### src/rtl/cwstk_pkg.sv
// Constants, register map and timing for the CW sidetone and keying block
package cwstk_pkg;

	// ----------------------------------------
	// Clock and timing
	// ----------------------------------------
	localparam int CLK_MHZ = 200;
	localparam int RX_DELAY_MS = 10;
	localparam int RX_DELAY_CYC = RX_DELAY_MS * CLK_MHZ * 1000;
	localparam int LCD_SETUP_NS = 40;
	localparam int LCD_PULSE_NS = 230;
	localparam int LCD_HOLD_NS = 270;
	// Least times round up
	localparam int LCD_SETUP_CYC = (LCD_SETUP_NS * CLK_MHZ + 999) / 1000;
	localparam int LCD_PULSE_CYC = (LCD_PULSE_NS * CLK_MHZ + 999) / 1000;
	localparam int LCD_HOLD_CYC = (LCD_HOLD_NS * CLK_MHZ + 999) / 1000;

	// ----------------------------------------
	// Sidetone
	// ----------------------------------------
	localparam int CARRIERS_PER_TONE = 60;
	localparam int CARRIERS_PER_HALF = CARRIERS_PER_TONE / 2;

	// ----------------------------------------
	// Register map (byte addresses)
	// ----------------------------------------
	localparam logic [7:0] REG_CTRL = 8'h00;
	localparam logic [7:0] REG_CARRIER = 8'h04;
	localparam logic [7:0] REG_DEVIATION = 8'h08;
	localparam logic [7:0] REG_AUTO_KEY = 8'h0c;
	localparam logic [7:0] REG_DISPLAY = 8'h10;
	localparam logic [7:0] REG_STATUS = 8'h14;

	// Field positions
	localparam int CTRL_AUTO_BIT = 0;
	localparam int CTRL_BACKLIGHT_BIT = 1;
	localparam int DISP_RS_BIT = 8;
	localparam int STAT_KEY_BIT = 0;
	localparam int STAT_RX_BIT = 1;
	localparam int STAT_DISP_BUSY_BIT = 2;
	localparam int STAT_AUTO_BUSY_BIT = 3;
	localparam int STAT_PHASE_BIT = 4;

	// Reset values: 700 Hz tone gives 4762 clocks per carrier period
	localparam logic [15:0] CARRIER_RST = 16'h129a;
	localparam logic [15:0] DEVIATION_RST = 16'h002f;
	localparam logic [1:0] CTRL_RST = 2'h0;

	typedef enum logic {
		CWSTK_STRAIGHT,
		CWSTK_AUTO
	} cwstk_mode_t;

endpackage

### src/rtl/cwstk_top.sv
// Sidetone PWM, keying, receive enable and write-only display port
//
// Chosen here: the Wishbone register port and the register addresses.
`timescale 1ns/1ps
module cwstk_top #(
	parameter int RX_DELAY = cwstk_pkg::RX_DELAY_CYC,
	parameter int CW = 16,
	parameter int AW = 24
) (
	// Clock and reset
	input wire logic clk_i,
	input wire logic rst_i,
	// Wishbone slave
	input wire logic cyc_i,
	input wire logic stb_i,
	input wire logic we_i,
	input wire logic [7:0] adr_i,
	input wire logic [3:0] sel_i,
	input wire logic [31:0] dat_i,
	output logic [31:0] dat_o,
	output logic ack_o,
	// Key and radio control
	input wire logic key_i,
	output logic key_o,
	output logic rx_en_o,
	output logic tone_o,
	// Display
	output logic [3:0] lcd_d_o,
	output logic lcd_rs_o,
	output logic lcd_e_o
);
	import cwstk_pkg::*;

	typedef enum {
		CWSTK_IDLE,
		CWSTK_SETUP,
		CWSTK_PULSE,
		CWSTK_HOLD
	} cwstk_lcd_t;

	// ----------------------------------------
	// Declarations
	// ----------------------------------------
	logic ack_ff;
	logic [31:0] rdat_ff;
	logic [1:0] ctrl_ff;
	logic [CW-1:0] carrier_ff;
	logic [CW-1:0] dev_ff;
	logic [AW-1:0] auto_ff;
	logic key_ff;
	logic [31:0] rx_cnt_ff;
	logic [CW-1:0] car_cnt_ff;
	logic [5:0] per_cnt_ff;
	logic phase_ff;
	logic tone_ff;
	cwstk_lcd_t lcd_st_ff;
	logic [7:0] lcd_byte_ff;
	logic lcd_rs_ff;
	logic lcd_lo_ff;
	logic [7:0] lcd_cnt_ff;
	logic [3:0] lcd_d_ff;
	logic lcd_e_ff;
	logic wr_req;
	logic rd_req;
	logic car_wrap;
	logic lcd_busy;
	logic [CW-1:0] half;
	logic [CW-1:0] dev_lim;
	logic [CW-1:0] high_up;
	logic [CW-1:0] high_dn;
	logic [CW-1:0] nxt_high;
	logic nxt_key;

	assign wr_req = cyc_i && stb_i && !ack_ff && we_i;
	assign rd_req = cyc_i && stb_i && !ack_ff && !we_i;
	assign lcd_busy = lcd_st_ff != CWSTK_IDLE;

	// ----------------------------------------
	// Wishbone slave
	// ----------------------------------------
	// One wait state; unmapped addresses ack with zero and ignore writes
	always_ff @(posedge clk_i) begin
		if (rst_i) begin
			ack_ff <= 1'b0;
		end else begin
			ack_ff <= cyc_i && stb_i && !ack_ff;
		end
	end

	always_ff @(posedge clk_i) begin
		if (rst_i) begin
			rdat_ff <= 32'h0;
		end else if (rd_req) begin
			rdat_ff <= 32'h0;
			unique case (adr_i)
				REG_CTRL: rdat_ff[1:0] <= ctrl_ff;
				REG_CARRIER: rdat_ff[CW-1:0] <= carrier_ff;
				REG_DEVIATION: rdat_ff[CW-1:0] <= dev_ff;
				REG_AUTO_KEY: rdat_ff[AW-1:0] <= auto_ff;
				REG_STATUS: begin
					rdat_ff[STAT_KEY_BIT] <= key_ff;
					rdat_ff[STAT_RX_BIT] <= rx_en_o;
					rdat_ff[STAT_DISP_BUSY_BIT] <= lcd_busy;
					rdat_ff[STAT_AUTO_BUSY_BIT] <= auto_ff != '0;
					rdat_ff[STAT_PHASE_BIT] <= phase_ff;
				end
				default: rdat_ff <= 32'h0;
			endcase
		end
	end

	assign ack_o = ack_ff;
	assign dat_o = rdat_ff;

	// Settings software can change
	always_ff @(posedge clk_i) begin
		if (rst_i) begin
			ctrl_ff <= CTRL_RST;
			carrier_ff <= CARRIER_RST;
			dev_ff <= DEVIATION_RST;
		end else if (wr_req) begin
			if (adr_i == REG_CTRL && sel_i[0]) begin
				ctrl_ff <= dat_i[1:0];
			end
			if (adr_i == REG_CARRIER) begin
				if (sel_i[0]) carrier_ff[7:0] <= dat_i[7:0];
				if (sel_i[1]) carrier_ff[15:8] <= dat_i[15:8];
			end
			if (adr_i == REG_DEVIATION) begin
				if (sel_i[0]) dev_ff[7:0] <= dat_i[7:0];
				if (sel_i[1]) dev_ff[15:8] <= dat_i[15:8];
			end
		end
	end

	// ----------------------------------------
	// Keying
	// ----------------------------------------
	// Auto key-down length in clocks; a write starts it, key-up at zero
	always_ff @(posedge clk_i) begin
		if (rst_i) begin
			auto_ff <= '0;
		end else if (wr_req && adr_i == REG_AUTO_KEY && ctrl_ff[CTRL_AUTO_BIT]) begin
			auto_ff <= dat_i[AW-1:0];
		end else if (!ctrl_ff[CTRL_AUTO_BIT]) begin
			auto_ff <= '0;
		end else if (auto_ff != '0) begin
			auto_ff <= auto_ff - 1'b1;
		end
	end

	always_comb begin
		if (ctrl_ff[CTRL_AUTO_BIT] == CWSTK_AUTO) begin
			nxt_key = auto_ff != '0;
		end else begin
			nxt_key = key_i;
		end
	end

	always_ff @(posedge clk_i) begin
		if (rst_i) begin
			key_ff <= 1'b0;
		end else begin
			key_ff <= nxt_key;
		end
	end

	assign key_o = key_ff;

	// Receive waits out the envelope fall before reopening the mixer
	always_ff @(posedge clk_i) begin
		if (rst_i) begin
			rx_cnt_ff <= 32'h0;
		end else if (key_ff) begin
			rx_cnt_ff <= 32'(RX_DELAY);
		end else if (rx_cnt_ff != 32'h0) begin
			rx_cnt_ff <= rx_cnt_ff - 32'h1;
		end
	end

	assign rx_en_o = !key_ff && rx_cnt_ff == 32'h0;

	// ----------------------------------------
	// Sidetone
	// ----------------------------------------
	// Carrier period = clk / (60 x tone), so swapping every 30 gives the tone
	assign half = carrier_ff >> 1;
	assign dev_lim = (dev_ff >= half) ? half - 1'b1 : dev_ff;
	assign high_up = half + dev_lim;
	assign high_dn = half - dev_lim;
	assign nxt_high = phase_ff ? high_up : high_dn;
	assign car_wrap = car_cnt_ff >= carrier_ff - 1'b1;

	always_ff @(posedge clk_i) begin
		if (rst_i || !key_ff) begin
			car_cnt_ff <= '0;
		end else if (car_wrap) begin
			car_cnt_ff <= '0;
		end else begin
			car_cnt_ff <= car_cnt_ff + 1'b1;
		end
	end

	always_ff @(posedge clk_i) begin
		if (rst_i || !key_ff) begin
			per_cnt_ff <= 6'h0;
			phase_ff <= 1'b1;
		end else if (car_wrap) begin
			if (per_cnt_ff == 6'(CARRIERS_PER_HALF - 1)) begin
				per_cnt_ff <= 6'h0;
				phase_ff <= !phase_ff;
			end else begin
				per_cnt_ff <= per_cnt_ff + 6'h1;
			end
		end
	end

	// Idle low; off-air the audio path is muted anyway
	always_ff @(posedge clk_i) begin
		if (rst_i) begin
			tone_ff <= 1'b0;
		end else begin
			tone_ff <= key_ff && car_cnt_ff < nxt_high;
		end
	end

	assign tone_o = tone_ff;

	// ----------------------------------------
	// Display write port
	// ----------------------------------------
	// Write-only: no read strobe exists, the display's select is grounded
	always_ff @(posedge clk_i) begin
		if (rst_i) begin
			lcd_st_ff <= CWSTK_IDLE;
			lcd_byte_ff <= 8'h0;
			lcd_rs_ff <= 1'b0;
			lcd_lo_ff <= 1'b0;
			lcd_cnt_ff <= 8'h0;
		end else begin
			unique case (lcd_st_ff)
				CWSTK_IDLE: begin
					// Writes while busy are dropped; poll the busy bit first
					if (wr_req && adr_i == REG_DISPLAY && sel_i[0]) begin
						lcd_byte_ff <= dat_i[7:0];
						lcd_rs_ff <= dat_i[DISP_RS_BIT];
						lcd_lo_ff <= 1'b0;
						lcd_cnt_ff <= 8'(LCD_SETUP_CYC - 1);
						lcd_st_ff <= CWSTK_SETUP;
					end
				end
				CWSTK_SETUP: begin
					if (lcd_cnt_ff == 8'h0) begin
						lcd_cnt_ff <= 8'(LCD_PULSE_CYC - 1);
						lcd_st_ff <= CWSTK_PULSE;
					end else begin
						lcd_cnt_ff <= lcd_cnt_ff - 8'h1;
					end
				end
				CWSTK_PULSE: begin
					if (lcd_cnt_ff == 8'h0) begin
						lcd_cnt_ff <= 8'(LCD_HOLD_CYC - 1);
						lcd_st_ff <= CWSTK_HOLD;
					end else begin
						lcd_cnt_ff <= lcd_cnt_ff - 8'h1;
					end
				end
				CWSTK_HOLD: begin
					if (lcd_cnt_ff != 8'h0) begin
						lcd_cnt_ff <= lcd_cnt_ff - 8'h1;
					end else if (!lcd_lo_ff) begin
						lcd_lo_ff <= 1'b1;
						lcd_cnt_ff <= 8'(LCD_SETUP_CYC - 1);
						lcd_st_ff <= CWSTK_SETUP;
					end else begin
						lcd_st_ff <= CWSTK_IDLE;
					end
				end
			endcase
		end
	end

	// Upper nibble first; bit 3 rests at the backlight level
	always_ff @(posedge clk_i) begin
		if (rst_i) begin
			lcd_d_ff <= 4'h0;
			lcd_e_ff <= 1'b0;
		end else begin
			lcd_e_ff <= lcd_st_ff == CWSTK_PULSE;
			if (lcd_st_ff == CWSTK_IDLE) begin
				lcd_d_ff <= {ctrl_ff[CTRL_BACKLIGHT_BIT], 3'h0};
			end else begin
				lcd_d_ff <= lcd_lo_ff ? lcd_byte_ff[3:0] : lcd_byte_ff[7:4];
			end
		end
	end

	assign lcd_d_o = lcd_d_ff;
	assign lcd_rs_o = lcd_rs_ff;
	assign lcd_e_o = lcd_e_ff;

	// ----------------------------------------
	// Assertions
	// ----------------------------------------
	logic [9:0] burst_cnt_ff;
	always_ff @(posedge clk_i) begin
		if (rst_i || !lcd_busy) begin
			burst_cnt_ff <= 10'h0;
		end else if (burst_cnt_ff != 10'h3ff) begin
			burst_cnt_ff <= burst_cnt_ff + 10'h1;
		end
	end
endmodule

### config.mk
export PLATFORM = sky130hd
export DESIGN_NAME = cwstk_top
export DESIGN_NICKNAME = d
export VERILOG_FILES = /design/src/rtl/cwstk_pkg.sv /design/src/rtl/cwstk_top.sv
export SDC_FILE = /design/constraint.sdc
export NUM_CORES = 1
export LEC_CHECK = 0
export BUFFER_PORTS_ARGS = -buffer_cell sky130_fd_sc_hd__clkbuf_2
export CAP_MARGIN = 20
export CORE_AREA = 2 2 136 138
export DETAILED_ROUTE_END_ITERATION = 8
export DIE_AREA = 0 0 138 140
export HOLD_SLACK_MARGIN = 0.03
export PLACE_DENSITY_LB_ADDON = 0.25
export SETUP_SLACK_MARGIN = 0.1
export SLEW_MARGIN = 0
export SYNTH_ARGS = -nofsm -noshare
export SYNTH_HDL_FRONTEND = slang
export SYNTH_SLANG_ARGS = --single-unit
### constraint.sdc
create_clock -name clk_i -period 9.1 [get_ports clk_i]
set_input_delay 0 -clock clk_i [delete_from_list [all_inputs] [get_ports clk_i]]
set_output_delay 0 -clock clk_i [all_outputs]
set_load 0.1 [all_outputs]
==> run summary <==
CTS
* **TritonCTS Sinks** 165
* **setup repair bufs after CTS** 0
* **CTS Root Cell** sky130_fd_sc_hd__clkbuf_16
* **Bufs on Longest Clock Path** 2
* **worst-skew pair later-pin latency** 0.43 ns
* **level count of the clock H-tree** 4
* **clock-pin slew of the registers on the worst-case setup and hold paths** 0.08 ns
* **number of buffers inserted during clock tree synthesis** 17
* **TritonCTS clock tree** done

Place
* **Port Buf Inserts** 73
* **dpl hpwl** 20.1 mm
* **final weighted congestion of routability-driven global placement** 0.948
* **setup slack after placement** 2.54 ns

Power and ir drop
* **total power per unit cell area** 174 nW/um^2
* **post-layout power** 2060 uW
* **internal cell power** 1340 uW
* **fraction of power consumed by combinational cells** 0.246
* **maximum vdd ir drop** 0.000260 V
* **switching portion of total power** 0.349
* **standby leakage power** 0.00493 uW
* **Switching Power** 719 uW
* **clock share of power** 0.351
* **sequential share of power** 0.402

Timing
* **max frequency** 0.148 GHz
* **Hold Vio Cnt, Final** 0
* **RSZ-0062 raised after global routing** no
* **Final Cycle Share** 0.742
* **Sum Neg Setup Slack** 0 ns
* **slack of the critical path** 2.35 ns
* **min cycle time layout** 6.75 ns
* **actual transition at the worst max-transition pin** 1.04 ns
* **skew final** 0.0127 ns
* **total of endpoints with negative setup slack in the final report** 0
* **worst slew margin relative to its limit** 0.306
* **total count of max-transition violations in the final report** 0

Floorplan
* **number of standard-cell rows in the floorplan** 49
* **die span in x** 138 um
* **initial cell density of the core** 0.596
* **height of the die** 140 um
* **number of placed I/O pins** 92
* **DIE AREA** 19300 sq um
* **Core Region** 17800 sq um

Final layout
* **fraction of the core area covered by cells at the end of the flow** 0.666
* **net count of the finished layout** 1519
* **filler cell count** 1520
* **Antenna Cells** 0
* **Area growth, synth to finish** 11.8%
* **register area** 3300 sq um
* **fraction of final layout cells with drive strength greater than 1** 0.106
* **multi-input gate area in the final layout** 6780 sq um

Detailed routing
* **detailed-route wire length per cell** 17.4 um
* **DRT Wirelength** 28.3 mm
* **number of DRC violations after detailed-routing iteration 0** 807
* **average via count per standard cell** 6.10
* **DRC violation count after routing** 0
* **post-detailed-route count of antenna-violating nets** 0
* **Initial DRT Pass Iterations** 6
* **via total after detailed routing** 9948

Yosys
* **sequential fraction of the synthesis area** 0.312
* **main combinational cell family by area after synthesis** simple AND/OR/NAND/NOR gates
* **XOR/XNOR Fraction of Synth Area** 0.0840
* **cell types with the largest area share after synthesis** sky130_fd_sc_hd__dfxtp_1, sky130_fd_sc_hd__ha_1, sky130_fd_sc_hd__nor2_1, sky130_fd_sc_hd__xnor2_1, sky130_fd_sc_hd__a21oi_1
* **multiplexer area fraction after synthesis** 0.0344
* **EDFF count, synth** 0
* **area share of the leading cell type in the synthesized netlist** 0.312
* **main flop type after synthesis** sky130_fd_sc_hd__dfxtp_1
* **largest area contributor in the synthesized netlist** sky130_fd_sc_hd__dfxtp_1
* **arithmetic-cell share of the synthesized area counting full adders, half adders and majority gates** 0.0952
* **count of yosys warnings during synthesis** 0
* **Synth Area in Compound Gates** 0.173
* **Cell Area, Synth** 10600 sq um
* **Avg Cell Area, Syn** 7.93 sq um
* **simple logic cell fraction of the synthesized area** 0.249
* **Gate Count Post-Synth** 1335
* **distinct cell type count of the synthesized netlist** 79
* **register bit total from synthesis** 165
* **proportion of synthesized flip-flops having asynchronous set or reset** 0

Setup path
* **worst path arrival time** 7.11 ns
* **R2R setup slack** 2.35 ns
* **Worst setup SP type** register
* **Data required, critical path** 9.45 ns
* **crit end category** register
* **Max FO, Critical Path** 48
* **WS Path Type** register to register

GRT
* **total congestion overflow after global routing** 0
* **number of global-route vias before repair** 9345
* **global-route wire length before repair** 46.0 mm
* **largest net degree at the start of global routing** 49
* **initial antenna violation count** 0
* **all-layer global routing usage** 0.287

Min path
* **Hold WC Path Type** primary input to register

Run
* **count of max-cap constraint violations** 0

Outcome
* **result of the run** finished, final reports clean

-- through the flow --
step / std cells / instance area [sq um] / hold slack, ns
4_1_cts: 1630 / 11800 / 0.0406
3_5_place_dp: 1571 / 11000 / 0.277
3_3_place_gp: 1571 / 11000 / 0.274
2_1_floorplan: 1342 / 10600 / 0.124
6_report: 1631 / 11800 / 0.0595
5_1_grt: 1631 / 11800 / 0.0766
-- cell families (layout without fill, tap and decap cells) --
kind of cell	Yosys count	in the layout
AND/OR/NAND/NOR	539	539
AO/OA/AOI/OAI	284	284
flip-flops	165	165
buffers and inverters	131	191
XOR/XNOR	100	100
adder cells (fa/ha/maj)	80	80
multiplexers	35	35
other	1	8
-- cells in the final DEF (no fill, tap or decap), types with 7 or more instances in the layout --
cell type	synthesis	routed
sky130_fd_sc_hd__ha_1	79	79
sky130_fd_sc_hd__mux2i_1	33	33
sky130_fd_sc_hd__o211ai_1	11	11
sky130_fd_sc_hd__dlygate4sd3_1	0	27
sky130_fd_sc_hd__nor2b_1	16	16
sky130_fd_sc_hd__and3_1	11	11
sky130_fd_sc_hd__inv_1	50	50
sky130_fd_sc_hd__a21o_1	9	9
sky130_fd_sc_hd__nand2b_1	9	9
sky130_fd_sc_hd__nor4_1	15	14
sky130_fd_sc_hd__nand4_1	9	9
sky130_fd_sc_hd__nand2_1	121	121
sky130_fd_sc_hd__o22ai_1	9	9
sky130_fd_sc_hd__or3_1	17	17
sky130_fd_sc_hd__dfxtp_1	165	165
sky130_fd_sc_hd__nor3_1	63	63
sky130_fd_sc_hd__clkbuf_16	0	17
sky130_fd_sc_hd__o21a_1	8	8
sky130_fd_sc_hd__a221oi_1	17	17
sky130_fd_sc_hd__xnor2_1	69	69
sky130_fd_sc_hd__buf_4	9	7
sky130_fd_sc_hd__nand3_1	44	44
sky130_fd_sc_hd__xor2_1	30	30
sky130_fd_sc_hd__conb_1	1	8
sky130_fd_sc_hd__a22o_1	12	12
sky130_fd_sc_hd__a211oi_1	18	18
sky130_fd_sc_hd__or4_1	10	10
sky130_fd_sc_hd__o21ai_0	43	43
sky130_fd_sc_hd__a21oi_1	103	103
sky130_fd_sc_hd__clkbuf_2	0	72
sky130_fd_sc_hd__nor2_1	177	177
sky130_fd_sc_hd__a31oi_1	13	13
-- routing by layer --
metal	global-route usage	routed length (um)	vias to the layer above
li1	-	-	4826
met1	0.373	12100	4645
met2	0.484	13400	416
met3	0.0530	2100	61
met4	0.0934	668	0
met5	0	0	-
-- critical path: stages, from the launching register on --
cell	delay, ns
sky130_fd_sc_hd__dfxtp_1	0.65
sky130_fd_sc_hd__inv_1	0.19
sky130_fd_sc_hd__ha_1	0.26
sky130_fd_sc_hd__a2111oi_0	0.78
sky130_fd_sc_hd__o31a_1	0.20
sky130_fd_sc_hd__a32o_1	0.17
sky130_fd_sc_hd__buf_4	0.42
sky130_fd_sc_hd__nand2_1	0.09
sky130_fd_sc_hd__o21ai_0	0.12
sky130_fd_sc_hd__inv_1	0.07
sky130_fd_sc_hd__ha_1	0.29
sky130_fd_sc_hd__mux2_2	0.16
sky130_fd_sc_hd__inv_1	0.06
sky130_fd_sc_hd__fa_1	0.43
sky130_fd_sc_hd__nor2b_1	0.13
sky130_fd_sc_hd__o21a_1	0.14
sky130_fd_sc_hd__o21ai_0	0.10
sky130_fd_sc_hd__nor2b_1	0.14
sky130_fd_sc_hd__o21ai_0	0.33
sky130_fd_sc_hd__a311oi_1	0.22
sky130_fd_sc_hd__o311a_1	0.39
sky130_fd_sc_hd__a311oi_1	0.26
sky130_fd_sc_hd__ha_1	0.30
sky130_fd_sc_hd__a21o_1	0.19
sky130_fd_sc_hd__a211oi_1	0.33
sky130_fd_sc_hd__nand3_1	0.11
sky130_fd_sc_hd__o21ai_0	0.14
-- path summary, 6_finish.rpt --
check | cells after the start | startpoint | endpoint
setup / recovery | 26 | carrier_ff[3] | tone_o
hold / removal | 4 | we_i | dat_o[17]
setup reg to reg | 26 | carrier_ff[3] | tone_o
hold reg to reg | 2 | dat_o[20] | dat_o[20]
-- sequential cells by signal (all words and copies together), names as in the netlist, 2 cells and up --
name	cells
dat_o	24
car_cnt_ff	16
dev_ff	16
ctrl_ff	2
per_cnt_ff	6
lcd_st_ff	2
auto_ff	24
carrier_ff	16
lcd_cnt_ff	8
lcd_byte_ff	8
rx_cnt_ff	32
lcd_d_o	4
-- synth_stat cells (10+ instances only) --
| cell | instances |
|---|---|
| sky130_fd_sc_hd__nor4_1 | 15 |
| sky130_fd_sc_hd__o211ai_1 | 11 |
| sky130_fd_sc_hd__ha_1 | 79 |
| sky130_fd_sc_hd__mux2i_1 | 33 |
| sky130_fd_sc_hd__a211oi_1 | 18 |
| sky130_fd_sc_hd__nand3_1 | 44 |
| sky130_fd_sc_hd__xor2_1 | 30 |
| sky130_fd_sc_hd__a21oi_1 | 103 |
| sky130_fd_sc_hd__o21ai_0 | 43 |
| sky130_fd_sc_hd__inv_1 | 50 |
| sky130_fd_sc_hd__a221oi_1 | 17 |
| sky130_fd_sc_hd__nor2_1 | 177 |
| sky130_fd_sc_hd__nand2_1 | 121 |
| sky130_fd_sc_hd__or3_1 | 17 |
| sky130_fd_sc_hd__dfxtp_1 | 165 |
| sky130_fd_sc_hd__xnor2_1 | 69 |
| sky130_fd_sc_hd__and3_1 | 11 |
| sky130_fd_sc_hd__clkbuf_1 | 57 |
| sky130_fd_sc_hd__a31oi_1 | 13 |
| sky130_fd_sc_hd__buf_2 | 10 |
| sky130_fd_sc_hd__nor2b_1 | 16 |
| sky130_fd_sc_hd__a22o_1 | 12 |
| sky130_fd_sc_hd__nor3_1 | 63 |
| sky130_fd_sc_hd__or4_1 | 10 |
-- area by class of cell --
type	count	share of cell area
inverters	51	0.0162
well taps	229	0.0242
clock buffers	18	0.0371
flip-flops and latches	165	0.279
clock inverters	14	0.0131
repair buffers	108	0.0587
multi-input cells	1046	0.572
-- power groups by stage --
stage / sequential (uW) / clock [uW] / combinational (uW)
after floorplan: 860 / 0 / 365
after global placement: 842 / 0 / 474
after global routing: 837 / 769 / 555
after CTS: 829 / 733 / 500
after detailed placement: 845 / 0 / 484
final: 830 / 724 / 508
-- timing repair --
| action | in CTS | in global routing |
|---|---|---|
| resized for setup | 0 | 0 |
| endpoints found under the setup margin | 0 | 0 |
| hold buffers | 27 | 0 |
| hold endpoints to repair | 67 | 0 |
(Power assumes the default switching activity.)
